`src/pkg/uart_pkg.sv`:
```
// shared constants, types and helpers for the dual serial port
package uart_pkg;
    localparam logic [2:0] ADDR_DATA = 3'h0;
    localparam logic [2:0] ADDR_IER = 3'h1;
    localparam logic [2:0] ADDR_ISR = 3'h2;
    localparam logic [2:0] ADDR_LCR = 3'h3;
    localparam logic [2:0] ADDR_MCR = 3'h4;
    localparam logic [2:0] ADDR_LSR = 3'h5;
    localparam logic [2:0] ADDR_MSR = 3'h6;
    localparam logic [2:0] ADDR_SCR = 3'h7;
    localparam int LCR_STOP = 2;
    localparam int LCR_PEN = 3;
    localparam int LCR_EVEN = 4;
    localparam int LCR_STICK = 5;
    localparam int LCR_BREAK = 6;
    localparam int LCR_DLAB = 7;
    localparam int MCR_DTR = 0;
    localparam int MCR_RTS = 1;
    localparam int MCR_OUT1 = 2;
    localparam int MCR_OUT2 = 3;
    localparam int MCR_LOOP = 4;
    localparam int IER_RX = 0;
    localparam int IER_THRE = 1;
    localparam int IER_LS = 2;
    localparam int IER_MS = 3;
    localparam logic [7:0] ISR_LS = 8'h06;
    localparam logic [7:0] ISR_RX = 8'h04;
    localparam logic [7:0] ISR_THRE = 8'h02;
    localparam logic [7:0] ISR_MS = 8'h00;
    localparam logic [7:0] ISR_NONE = 8'h01;
    localparam logic [7:0] LCR_RESET = 8'h00;
    localparam logic [4:0] MCR_RESET = 5'h00;
    localparam logic [3:0] IER_RESET = 4'h0;
    localparam logic [15:0] DIV_RESET = 16'h0000;
    localparam logic [3:0] SAMPLE_MID = 4'h7;
    localparam logic [3:0] BIT_LAST = 4'hF;

    typedef enum logic [4:0] {
        TX_IDLE = 5'h01, TX_START = 5'h02, TX_DATA = 5'h04,
        TX_PARITY = 5'h08, TX_STOP = 5'h10
    } txState_t;

    typedef enum logic [4:0] {
        RX_IDLE = 5'h01, RX_START = 5'h02, RX_DATA = 5'h04,
        RX_PARITY = 5'h08, RX_STOP = 5'h10
    } rxState_t;

    function automatic logic [7:0] charMask(input logic [1:0] wls);
        case (wls)
            2'h0: charMask = 8'h1F;
            2'h1: charMask = 8'h3F;
            2'h2: charMask = 8'h7F;
            default: charMask = 8'hFF;
        endcase
    endfunction

    function automatic logic parityBit(input logic [7:0] data, input logic [7:0] lcr);
        if (lcr[LCR_STICK])
            parityBit = ~lcr[LCR_EVEN];
        else
            parityBit = (^(data & charMask(lcr[1:0]))) ^ ~lcr[LCR_EVEN];
    endfunction
endpackage

```
`src/design/dual_async_serial_port.sv`:
```
// two-channel asynchronous serial port with modem lines
// Summary of operation
// - write strobe with select loads addressed register
// - read strobe with select drives addressed register
// - read-select output high during host reads
// - reset idles all outputs and clears registers, except transmit-empty pending, which it sets
// - serial paths idle during reset
// - characters travel least significant bit first
// - start, optional parity, stop bits framed
// - output at mark in reset, loopback, and idle while the break bit is clear
// - control bit 0 drives terminal-ready low
// - control bit 1 drives request-to-send low
// - handshake pins never gate serial traffic
// - clear-to-send readable at status bit 4
// - loopback feeds transmitter into receiver
// - high line is one, low is zero
// - enabled events raise channel interrupt
// - character length five to eight bits
// - even, odd or no parity
// - programmable divisor sets bit rate
// - eight-bit bus, three address lines
// - divisor bytes at codes 0 and 1
`timescale 1ns/1ps
module dual_async_serial_port
    import uart_pkg::*;
#(
    parameter int CHANNELS = 2
)(
    input wire logic mclk,
    input wire logic rst,
    input wire logic [2:0] hostAddr,
    input wire logic hostWriteStrobeN,
    input wire logic hostReadStrobeN,
    input wire logic [CHANNELS-1:0] chipSelN,
    input wire logic [7:0] writeData,
    output logic [7:0] readData,
    output logic readDataEn,
    output logic readSelectOut,
    input wire logic [CHANNELS-1:0] serialRx,
    output logic [CHANNELS-1:0] serialTx,
    input wire logic [CHANNELS-1:0] ctsN,
    input wire logic [CHANNELS-1:0] dsrN,
    input wire logic [CHANNELS-1:0] riN,
    input wire logic [CHANNELS-1:0] cdN,
    output logic [CHANNELS-1:0] dtrN,
    output logic [CHANNELS-1:0] rtsN,
    output logic [CHANNELS-1:0] irq
);
    logic [CHANNELS-1:0] writeAct;
    logic [CHANNELS-1:0] readAct;
    logic [CHANNELS-1:0] wrPrev_r;
    logic [CHANNELS-1:0] rdPrev_r;
    logic [CHANNELS-1:0] wrStart;
    logic [CHANNELS-1:0] rdStart;
    logic [7:0] rdData [CHANNELS];
    logic [7:0] rdSel;
    logic [7:0] readData_r;

    assign writeAct = ~chipSelN & {CHANNELS{~hostWriteStrobeN}};
    assign readAct = ~chipSelN & {CHANNELS{~hostReadStrobeN}};
    assign wrStart = writeAct & ~wrPrev_r;
    assign rdStart = readAct & ~rdPrev_r;
    assign readDataEn = |readAct;
    assign readSelectOut = |readAct;
    assign readData = readData_r;

    always_comb
    begin
        rdSel = 8'h00;
        for (int i = 0; i < CHANNELS; i++)
            if (rdStart[i])
                rdSel = rdData[i];
    end

    // value frozen at the start of a read so side effects do not alter it
    always_ff @(posedge mclk or posedge rst)
    begin
        if (rst)
        begin
            wrPrev_r <= '0;
            rdPrev_r <= '0;
            readData_r <= 8'h00;
        end
        else
        begin
            wrPrev_r <= writeAct;
            rdPrev_r <= readAct;
            if (|rdStart)
                readData_r <= rdSel;
        end
    end

    for (genvar ch = 0; ch < CHANNELS; ch++)
    begin : chan
        logic [3:0] ier_r;
        logic [7:0] lcr_r;
        logic [4:0] mcr_r;
        logic [7:0] scr_r;
        logic [15:0] div_r;
        logic [15:0] baudCnt_r;
        logic [15:0] baudCnt_nxt;
        logic tick;
        logic [7:0] thr_r;
        logic thrFull_r;
        logic thrIntPend_r;
        logic [7:0] rhr_r;
        logic dataReady_r;
        logic overrun_r;
        logic parityErr_r;
        logic frameErr_r;
        logic breakInt_r;
        logic [3:0] modemNow;
        logic [3:0] modemPrev_r;
        logic [3:0] modemChange;
        logic [3:0] msrDelta_r;
        logic irq_r;
        logic lineOut_r;
        txState_t txState_r;
        logic [3:0] txTick_r;
        logic [2:0] txBit_r;
        logic [7:0] txShift_r;
        logic txPar_r;
        logic txStop_r;
        logic txLevel;
        logic txBitEnd;
        logic txLoad;
        rxState_t rxState_r;
        logic [3:0] rxTick_r;
        logic [2:0] rxBit_r;
        logic [7:0] rxShift_r;
        logic rxParBad_r;
        logic rxIn;
        logic rxBitEnd;
        logic rxDone;
        logic [7:0] rxData;
        logic [2:0] lastBit;
        logic dlab;
        logic [7:0] isrCode;
        logic [7:0] lsr;
        logic wrDiv;
        logic wrThr;
        logic rhrRd;
        logic lsrRd;
        logic msrRd;
        logic isrRd;

        assign dlab = lcr_r[LCR_DLAB];
        assign wrDiv = wrStart[ch] && dlab && hostAddr[2:1] == 2'h0;
        assign wrThr = wrStart[ch] && !dlab && hostAddr == ADDR_DATA;
        assign rhrRd = rdStart[ch] && !dlab && hostAddr == ADDR_DATA;
        assign lsrRd = rdStart[ch] && hostAddr == ADDR_LSR;
        assign msrRd = rdStart[ch] && hostAddr == ADDR_MSR;
        assign isrRd = rdStart[ch] && hostAddr == ADDR_ISR;
        assign lastBit = 3'h4 + {1'b0, lcr_r[1:0]};

        // configuration registers
        always_ff @(posedge mclk or posedge rst)
        begin
            if (rst)
            begin
                ier_r <= IER_RESET;
                lcr_r <= LCR_RESET;
                mcr_r <= MCR_RESET;
                scr_r <= 8'h00;
                div_r <= DIV_RESET;
            end
            else if (wrDiv)
            begin
                if (hostAddr[0])
                    div_r[15:8] <= writeData;
                else
                    div_r[7:0] <= writeData;
            end
            else if (wrStart[ch])
            begin
                if (hostAddr == ADDR_IER)
                    ier_r <= writeData[3:0];
                else if (hostAddr == ADDR_LCR)
                    lcr_r <= writeData;
                else if (hostAddr == ADDR_MCR)
                    mcr_r <= writeData[4:0];
                else if (hostAddr == ADDR_SCR)
                    scr_r <= writeData;
            end
        end

        // divisor zero stops the tick
        assign baudCnt_nxt = (baudCnt_r <= 16'h0001) ? div_r : baudCnt_r - 16'h0001;
        assign tick = baudCnt_r == 16'h0001;

        always_ff @(posedge mclk or posedge rst)
        begin
            if (rst)
                baudCnt_r <= DIV_RESET;
            else
                baudCnt_r <= baudCnt_nxt;
        end

        // transmitter
        assign txLoad = txState_r == TX_IDLE && thrFull_r;
        assign txBitEnd = tick && txTick_r == BIT_LAST;
        assign txLevel = (txState_r == TX_START) ? 1'b0 :
                         (txState_r == TX_DATA) ? txShift_r[0] :
                         (txState_r == TX_PARITY) ? txPar_r : 1'b1;

        always_ff @(posedge mclk or posedge rst)
        begin
            if (rst)
            begin
                txState_r <= TX_IDLE;
                txTick_r <= 4'h0;
                txBit_r <= 3'h0;
                txShift_r <= 8'h00;
                txPar_r <= 1'b0;
                txStop_r <= 1'b0;
            end
            else
            begin
                if (tick)
                    txTick_r <= txTick_r + 4'h1;
                case (txState_r)
                    TX_IDLE:
                        if (txLoad)
                        begin
                            txShift_r <= thr_r;
                            txPar_r <= parityBit(thr_r, lcr_r);
                            txTick_r <= 4'h0;
                            txState_r <= TX_START;
                        end
                    TX_START:
                        if (txBitEnd)
                        begin
                            txBit_r <= 3'h0;
                            txState_r <= TX_DATA;
                        end
                    TX_DATA:
                        if (txBitEnd)
                        begin
                            txShift_r <= {1'b0, txShift_r[7:1]};
                            txBit_r <= txBit_r + 3'h1;
                            txStop_r <= lcr_r[LCR_STOP];
                            if (txBit_r == lastBit)
                                txState_r <= lcr_r[LCR_PEN] ? TX_PARITY : TX_STOP;
                        end
                    TX_PARITY:
                        if (txBitEnd)
                            txState_r <= TX_STOP;
                    TX_STOP:
                        if (txBitEnd)
                        begin
                            txStop_r <= 1'b0;
                            if (!txStop_r)
                                txState_r <= TX_IDLE;
                        end
                    default:
                        txState_r <= TX_IDLE;
                endcase
            end
        end

        always_ff @(posedge mclk or posedge rst)
        begin
            if (rst)
                lineOut_r <= 1'b1;
            else if (mcr_r[MCR_LOOP])
                lineOut_r <= 1'b1;
            else
                lineOut_r <= txLevel & ~lcr_r[LCR_BREAK];
        end
        assign serialTx[ch] = lineOut_r;

        // receiver
        assign rxIn = mcr_r[MCR_LOOP] ? txLevel : serialRx[ch];
        assign rxBitEnd = tick && rxTick_r == BIT_LAST;
        assign rxDone = rxState_r == RX_STOP && rxBitEnd;
        assign rxData = (rxShift_r >> (2'h3 - lcr_r[1:0])) & charMask(lcr_r[1:0]);

        always_ff @(posedge mclk or posedge rst)
        begin
            if (rst)
            begin
                rxState_r <= RX_IDLE;
                rxTick_r <= 4'h0;
                rxBit_r <= 3'h0;
                rxShift_r <= 8'h00;
                rxParBad_r <= 1'b0;
            end
            else
            begin
                if (tick)
                    rxTick_r <= rxTick_r + 4'h1;
                case (rxState_r)
                    RX_IDLE:
                        if (tick && !rxIn)
                        begin
                            rxTick_r <= 4'h0;
                            rxState_r <= RX_START;
                        end
                    RX_START:
                        if (tick && rxTick_r == SAMPLE_MID)
                        begin
                            // glitch shorter than half a bit is dropped
                            rxTick_r <= 4'h0;
                            rxBit_r <= 3'h0;
                            rxParBad_r <= 1'b0;
                            rxState_r <= rxIn ? RX_IDLE : RX_DATA;
                        end
                    RX_DATA:
                        if (rxBitEnd)
                        begin
                            rxShift_r <= {rxIn, rxShift_r[7:1]};
                            rxBit_r <= rxBit_r + 3'h1;
                            if (rxBit_r == lastBit)
                                rxState_r <= lcr_r[LCR_PEN] ? RX_PARITY : RX_STOP;
                        end
                    RX_PARITY:
                        if (rxBitEnd)
                        begin
                            rxParBad_r <= rxIn != parityBit(rxData, lcr_r);
                            rxState_r <= RX_STOP;
                        end
                    RX_STOP:
                        if (rxBitEnd)
                            rxState_r <= RX_IDLE;
                    default:
                        rxState_r <= RX_IDLE;
                endcase
            end
        end

        // modem status, with loopback echoing the control bits
        assign modemNow = mcr_r[MCR_LOOP] ?
            {mcr_r[MCR_OUT2], mcr_r[MCR_OUT1], mcr_r[MCR_DTR], mcr_r[MCR_RTS]} :
            ~{cdN[ch], riN[ch], dsrN[ch], ctsN[ch]};
        assign modemChange = {modemNow[3] ^ modemPrev_r[3],
                              modemPrev_r[2] & ~modemNow[2],
                              modemNow[1] ^ modemPrev_r[1],
                              modemNow[0] ^ modemPrev_r[0]};

        // status flags; a new event wins over a clearing read
        always_ff @(posedge mclk or posedge rst)
        begin
            if (rst)
            begin
                thr_r <= 8'h00;
                thrFull_r <= 1'b0;
                thrIntPend_r <= 1'b1;
                rhr_r <= 8'h00;
                dataReady_r <= 1'b0;
                overrun_r <= 1'b0;
                parityErr_r <= 1'b0;
                frameErr_r <= 1'b0;
                breakInt_r <= 1'b0;
                modemPrev_r <= 4'h0;
                msrDelta_r <= 4'h0;
            end
            else
            begin
                if (wrThr)
                    thr_r <= writeData;
                thrFull_r <= wrThr | (thrFull_r & ~txLoad);
                thrIntPend_r <= txLoad |
                    (thrIntPend_r & ~wrThr & ~(isrRd && isrCode == ISR_THRE));
                if (rxDone)
                    rhr_r <= rxData;
                dataReady_r <= rxDone | (dataReady_r & ~rhrRd);
                overrun_r <= (rxDone & dataReady_r) | (overrun_r & ~lsrRd);
                parityErr_r <= (rxDone & rxParBad_r) | (parityErr_r & ~lsrRd);
                frameErr_r <= (rxDone & ~rxIn) | (frameErr_r & ~lsrRd);
                breakInt_r <= (rxDone & ~rxIn & rxData == 8'h00) | (breakInt_r & ~lsrRd);
                modemPrev_r <= modemNow;
                msrDelta_r <= modemChange | (msrDelta_r & ~{4{msrRd}});
            end
        end

        assign lsr = {1'b0, txState_r == TX_IDLE && !thrFull_r, ~thrFull_r,
                      breakInt_r, frameErr_r, parityErr_r, overrun_r, dataReady_r};
        assign isrCode =
            (ier_r[IER_LS] && |lsr[4:1]) ? ISR_LS :
            (ier_r[IER_RX] && dataReady_r) ? ISR_RX :
            (ier_r[IER_THRE] && thrIntPend_r) ? ISR_THRE :
            (ier_r[IER_MS] && |msrDelta_r) ? ISR_MS : ISR_NONE;

        assign rdData[ch] =
            (hostAddr == ADDR_DATA) ? (dlab ? div_r[7:0] : rhr_r) :
            (hostAddr == ADDR_IER) ? (dlab ? div_r[15:8] : {4'h0, ier_r}) :
            (hostAddr == ADDR_ISR) ? isrCode :
            (hostAddr == ADDR_LCR) ? lcr_r :
            (hostAddr == ADDR_MCR) ? {3'h0, mcr_r} :
            (hostAddr == ADDR_LSR) ? lsr :
            (hostAddr == ADDR_MSR) ? {modemNow, msrDelta_r} : scr_r;

        always_ff @(posedge mclk or posedge rst)
        begin
            if (rst)
                irq_r <= 1'b0;
            else
                irq_r <= ~isrCode[0];
        end

        assign irq[ch] = irq_r;
        assign dtrN[ch] = ~mcr_r[MCR_DTR];
        assign rtsN[ch] = ~mcr_r[MCR_RTS];
    end
endmodule // dual_async_serial_port

```
`config.mk`:
```
export PLATFORM = sky130hd
export DESIGN_NAME = dual_async_serial_port
export DESIGN_NICKNAME = d
export VERILOG_FILES = /design/src/pkg/uart_pkg.sv /design/src/design/dual_async_serial_port.sv
export SDC_FILE = /design/constraint.sdc
export NUM_CORES = 1
export LEC_CHECK = 0
export CORE_MARGIN = 4
export CORE_UTILIZATION = 50
export CTS_BUF_LIST = sky130_fd_sc_hd__clkbuf_2 sky130_fd_sc_hd__clkbuf_4 sky130_fd_sc_hd__clkbuf_8
export DETAILED_ROUTE_END_ITERATION = 10
export DONT_BUFFER_PORTS = 1
export PLACE_DENSITY_LB_ADDON = 0.12
export REMOVE_ABC_BUFFERS = 1
export SETUP_SLACK_MARGIN = 0.1
export SYNTH_ARGS = -nofsm -noshare
export SYNTH_HDL_FRONTEND = slang
export SYNTH_SLANG_ARGS = --single-unit
```
`constraint.sdc`:
```
create_clock -name mclk -period 24 [get_ports mclk]
set_input_delay 2.4 -clock mclk [delete_from_list [all_inputs] [get_ports mclk]]
set_output_delay 2.4 -clock mclk [all_outputs]
set_load 0.01 [all_outputs]
```
* Yosys cells after proc, flatten, opt, wreduce, memory -nomap -nowiden
Index checks and enable logic that the tools add are counted.
Storage, ports and cells: bits in registers 278, bits of input ports 27, output and inout bits 18
Cells by class: add/subtract/negate cells 14, order comparisons 2, equality and inequality tests 73, shift operators 2, multiplexer cells 140, bitwise operators 107, reductions and logical operators 104
Operators by type and width (number):
- two-way mux 8 bit | 34
- two-way mux 5 bit | 28
- case mux 5 bit (5 select lines) | 4
- two-way mux 4 bit | 14
- AND 8 bit | 6
- != test 2 bit (second input constant) | 24
- case mux 8 bit (3 select lines) | 2
- logical AND 1 bit | 42
- two-way mux 3 bit | 14
- AND reduction 3 bit | 12
- inverter 1 bit | 34
- == test 16 x 1 -> 1 bit (second input constant) | 2
- <= comparator 16 x 1 -> 1 bit (second input constant) | 2
- two-way mux 16 bit | 2
- case mux 8 bit (2 select lines) | 2
- parity 8 bit | 4
- subtractor 16 x 1 -> 16 bit (second input constant) | 2
- AND 1 bit | 28
- two-way mux 1 bit | 28
- case mux 3 bit (2 select lines) | 4
- AND reduction 6 bit | 4
- == test 5 x 1 -> 1 bit (second input constant) | 4
- == test 5 x 2 -> 1 bit (second input constant) | 4
- == test 5 x 3 -> 1 bit (second input constant) | 4
- 39 further kinds | 138

* Depth between registers and ports, before layout
depth after elaboration 14, depth in mapped cells 12, gate-level depth less buffers 10

* Worst setup path before layout
OpenSTA, ideal clock, no wires.
path type input -> output, from input chipSelN[1], to output readSelectOut, arrival time 3002 ps, setup slack 18598 ps, stages 3, buffers on the path 2, cells stage by stage clkbuf_1 -> a21oi_1 -> buf_4
On the way: longest elaborated chain between the ends 3
RTL lines:
- start, declared | line dual_async_serial_port.sv:34 | input wire logic [CHANNELS-1:0] chipSelN,
- inverter 2 bit | line dual_async_serial_port.sv:60 | assign readAct = ~chipSelN & {CHANNELS{~hostReadStrobeN}};
- AND 2 bit | line dual_async_serial_port.sv:60
- OR reduction 2 bit
- end, declared | line dual_async_serial_port.sv:38 | output logic readSelectOut,
No other way between the ends.

* Worst setup path in the final report
from input chipSelN[0], to output readDataEn
On the way: longest elaborated chain between the ends 3
RTL lines:
- inverter 2 bit | line dual_async_serial_port.sv:60
- AND 2 bit | line dual_async_serial_port.sv:60
- OR reduction 2 bit | line dual_async_serial_port.sv:63 | assign readDataEn = |readAct;
- end, declared | line dual_async_serial_port.sv:37 | output logic readDataEn,
No other way between the ends.

==> impl.org <==
** Pwr
- Across the VDD grid, the largest voltage drop is 69.5 µV.
- Power per Cell Area :: 87.8 nW/µm²
- Final Power :: 1.40 mW
- For this design the static power due to leakage is about 7 nW.

** Clocking
- For the worst-skew pair, the clock arrives at the later sink with an insertion delay of approximately 0.57 ns.
- Number of buffers on the longest clock path :: 3
- Number of setup buffers added after CTS :: 0
- The tree built by TritonCTS fans out to 278 sinks.
- Post-CTS Hold Fix Bufs :: 0
- Clock buffer count from CTS :: 50
- Post-cts resize count :: 0
- Clock-pin slew on the worst setup and hold paths :: around 0.06 ns
- TritonCTS built the clock tree.
- The root buffer cell chosen for the clock tree is sky130_fd_sc_hd__clkbuf_8.
- The H-tree was split into 2 levels.

** Timing
- Setup repair after global routing left no endpoint under its margin.
- For the pin with the worst max-slew slack, the measured transition is 1.25 ns.
- Setup violations remaining at the end of the flow were counted as 0.
- The number of max-slew violations in the final report came to 0.
- Post-layout worst setup margin :: 18.83 ns
- Post-route fraction of the period consumed by the critical path :: 0.215
- Post-Route Skew :: 0.0336 ns
- Total count of hold-check failures in the final report :: 0
- Maximum frequency from static timing analysis :: 0.193 GHz
- TNS Setup :: 0 ns
- Relative slew slack :: 0.162
- Post-route minimum period :: ~5.2 ns

** Setup path
- CP max FO :: 7
- Data arrives at the worst endpoint at 2.77 ns.
- Worst-path cell chain :: a21oi_1
- Data on the critical path is required at its endpoint by 21.60 ns.
- Critical path's slowest cell :: sky130_fd_sc_hd__a21oi_1
- The worst setup path is launched from a primary input.
- Kind of capture point of the worst setup path :: output port
- Critical Setup Path Class :: in -> out
- Worst path top cell family by delay :: compound AO/OA/AOI/OAI gates
- Critical Path Max Stage Delay :: 0.37 ns
- CP bufs+invs :: 0

** Route
- The first routing iteration left 1160 violations.
- Total wire length :: approximately 38 mm
- Vias per cell :: roughly 5.9
- Vias after detailed routing :: approximately 11000
- Initial DRT Pass Iterations :: 5
- Per-cell routed wire length :: 20.7 µm
- Count of nets left with antenna violations after detail routing :: 0
- After detailed routing, the number of remaining DRC violations is 0.

** Yosys
- Each instance of the synthesized netlist takes up on average 10.2 µm².
- Share of the synthesized area in the top cell type :: 0.463
- In the post-synthesis netlist, the cell with the most instances is sky130_fd_sc_hd__dfrtp_1.
- Netlist area before placement :: 14600 µm²
- In the synthesized netlist the dominant register cell turns out to be sky130_fd_sc_hd__dfrtp_1.
- The share of the Yosys chip area taken by registers is 0.478.
- Synthesis warning total :: 0
- Sorting the synthesized cells by area gives the leading types as sky130_fd_sc_hd__dfrtp_1 46%, sky130_fd_sc_hd__mux2_2 9.8%, sky130_fd_sc_hd__nand2_1 4.7%, sky130_fd_sc_hd__xnor2_1 3.0%, sky130_fd_sc_hd__mux2i_1 2.9%.
- The synthesized design contains 0 enable-type register cells.
- Commonest cells in the synthesized netlist :: 270 x sky130_fd_sc_hd__dfrtp_1, 182 x sky130_fd_sc_hd__nand2_1, 127 x sky130_fd_sc_hd__mux2_2, 110 x sky130_fd_sc_hd__nor2_1, 82 x sky130_fd_sc_hd__o21ai_0
- Counting flops with an async set or reset pin after synthesis yields a share of 1.00.
- After technology mapping, the gate count stands at 1432.
- Library cells used by synthesis :: 84
- Counting flops and latches in the post-synthesis netlist gives approximately 280.
- Cell type contributing the most total cell area after synthesis :: sky130_fd_sc_hd__dfrtp_1

** Floorplanning
- Area of the placeable core :: 28800 µm²
- The die is 179 µm tall.
- From left edge to right edge, the die measures 179 µm.
- For this configuration, the core starts out at a cell density of 0.507.
- The initialized floorplan defines 62 standard-cell rows.
- Die ar. :: about 32000 µm²
- 45 I/O pins were placed.

** Global routing
- The initial antenna violation count is 0.
- The number of global-route vias before repair was 10500.
- Global-route usage over all layers :: 0.242
- First-pass GRT wire length :: 60.4 mm
- Entering global routing, the biggest net connects 140 pins.
- Total congestion overflow :: 0

** Final layout
- Nets@finish :: 1461
- 0 antenna diodes ended up in the layout.
- Fill cells in the final layout number 2579.
- Of the cells placed in the final design, the portion with a size suffix greater than 1 is 0.188.
- The area growth from synthesis to layout is 9.26%.

** Flow run
- Across the run, the number of max-cap violations was 0.

** Place
- Timing analysis after detailed placement gives a worst setup slack of around 19 ns.
- At the end of routability-driven placement, the weighted congestion stood at a little under 0.9.
- Port Buffers :: 0
- After legalization and detailed placement, the total HPWL measured 26.4 mm.

** Status
- The run finished with clean final reports.

** Hold path
- Worst min path class :: reg -> reg
## cells by family (layout without fill, tap and decap cells)
logic type,count (synthesis),count (layout),synth area share
and+or+nand+nor,484,484,0.164
buffers and inverters,114,138,0.0332
DFF,278,278,0.478
xor gates and xnor gates,71,71,0.0445
muxes,178,178,0.140
adders and majority gates,18,18,0.0154
AOI/OAI and AO/OA,289,289,0.125
## worst paths after layout
check / startpoint / cells past startpoint / end / slack (ns)
max in group asynchronous: rst / 2 / chan[0].scr_r[3] / 20.45
setup / recovery: chipSelN[0] / 1 / readDataEn / 18.83
hold / removal: chan[0].modemPrev_r[3] / 2 / chan[0].msrDelta_r[3] / 0.49
min in group asynchronous: rst / 1 / chan[0].baudCnt_r[8] / 1.91
setup reg to reg: chan[0].baudCnt_r[8] / 6 / chan[0].rxState_r[4] / 20.93
hold reg to reg: chan[0].modemPrev_r[3] / 2 / chan[0].msrDelta_r[3] / 0.49
## flip-flops by register name (all words and copies together) (netlist names), 6 cells and up
name              count
readData              8
chan.rxTick_r         8
chan.rxBit_r          6
chan.txState_r       10
chan.thr_r           16
chan.ier_r            8
chan.div_r           32
chan.mcr_r           10
chan.msrDelta_r       8
chan.txBit_r          6
chan.lcr_r           16
chan.txShift_r       16
chan.scr_r           16
chan.baudCnt_r       32
chan.rhr_r           16
chan.rxShift_r       16
chan.rxState_r       10
chan.modemPrev_r      8
chan.txTick_r         8
## routing by layer
metal / part of all wire / global-route usage / wire (µm) / vias to the layer above
met3: 0.070 / 0.0517 / 2690 / 49
met5: 0 / 0 / 0 / -
met2: 0.42 / 0.340 / 15900 / 326
met4: 0.015 / 0.0544 / 576 / 0
li1: - / - / - / 5102
met1: 0.50 / 0.384 / 19000 / 5330
## cells in the final DEF, fill, tap and decap left out, types with 5 or more instances in the layout
| master | netlist | final |
|---|---|---|
| sky130_fd_sc_hd__a211oi_1 | 7 | 7 |
| sky130_fd_sc_hd__a21o_1 | 11 | 11 |
| sky130_fd_sc_hd__a21oi_1 | 64 | 64 |
| sky130_fd_sc_hd__a221oi_1 | 6 | 6 |
| sky130_fd_sc_hd__a22o_1 | 15 | 15 |
| sky130_fd_sc_hd__a22oi_1 | 6 | 6 |
| sky130_fd_sc_hd__a31oi_1 | 23 | 23 |
| sky130_fd_sc_hd__and2_1 | 6 | 6 |
| sky130_fd_sc_hd__and3_1 | 11 | 11 |
| sky130_fd_sc_hd__buf_4 | 7 | 8 |
| sky130_fd_sc_hd__clkbuf_4 | 0 | 14 |
| sky130_fd_sc_hd__clkbuf_8 | 0 | 64 |
| sky130_fd_sc_hd__clkinv_2 | 0 | 10 |
| sky130_fd_sc_hd__dfrtp_1 | 270 | 270 |
| sky130_fd_sc_hd__dfstp_2 | 8 | 8 |
| sky130_fd_sc_hd__ha_1 | 18 | 18 |
| sky130_fd_sc_hd__inv_1 | 37 | 36 |
| sky130_fd_sc_hd__mux2_2 | 127 | 127 |
| sky130_fd_sc_hd__mux2i_1 | 42 | 42 |
| sky130_fd_sc_hd__mux4_2 | 8 | 8 |
| sky130_fd_sc_hd__nand2_1 | 182 | 182 |
| sky130_fd_sc_hd__nand2b_1 | 11 | 11 |
| sky130_fd_sc_hd__nand3_1 | 39 | 39 |
| sky130_fd_sc_hd__nand3b_1 | 7 | 7 |
| sky130_fd_sc_hd__nand4_1 | 12 | 12 |
| sky130_fd_sc_hd__nor2_1 | 110 | 110 |
| sky130_fd_sc_hd__nor2b_1 | 13 | 13 |
| sky130_fd_sc_hd__nor3_1 | 28 | 27 |
| sky130_fd_sc_hd__nor3b_1 | 8 | 8 |
| sky130_fd_sc_hd__nor4_1 | 11 | 11 |
| sky130_fd_sc_hd__o211ai_1 | 11 | 11 |
| sky130_fd_sc_hd__o21ai_0 | 82 | 82 |
| sky130_fd_sc_hd__o21ai_1 | 6 | 6 |
| sky130_fd_sc_hd__o22ai_1 | 9 | 9 |
| sky130_fd_sc_hd__o31a_1 | 5 | 5 |
| sky130_fd_sc_hd__o31ai_1 | 8 | 8 |
| sky130_fd_sc_hd__o41ai_1 | 5 | 5 |
| sky130_fd_sc_hd__or3_1 | 10 | 10 |
| sky130_fd_sc_hd__xnor2_1 | 50 | 50 |
| sky130_fd_sc_hd__xor2_1 | 19 | 19 |
## area by class of cell
class	instances	area (µm²)	share of cell area
Timing Repair Buffer	8	60.1	0.00377
Inverter	38	150	0.00942
Multi-Input combinational cell	1040	7150	0.448
Clock buffer	78	986	0.0619
Sequential cell	278	6970	0.437
Tap cell	384	480	0.0301
Clock inverter	14	148	0.00926
## where the power goes
group	internal (mW)	total (mW)	leakage (nW)	switching [mW]
sequential	0.548	0.650	3.53	0.102
combinational	0.132	0.257	2.86	0.124
clock	0.294	0.492	0.606	0.199
## stage by stage
| step | cells | hold WS, ns | utilization | area (µm²) |
|---|---|---|---|---|
| global route | 1840 | 0.497 | 0.554 | 15900 |
| floorplan | 1356 | 0.420 | - | 14200 |
| finish | 1840 | 0.488 | 0.554 | 15900 |
| global placement | 1748 | 0.469 | 0.514 | 14800 |
| detailed placement | 1748 | 0.477 | 0.514 | 14800 |
| CTS | 1840 | 0.487 | 0.554 | 15900 |
## tightest hold or removal path, delay by kind of cell (launching register included)
family	cells	cell delay (ns)
xor+xnor	1	0.07
flops	1	0.34
simple gates	1	0.05
Note: power is estimated with default switching activity, not from simulation.
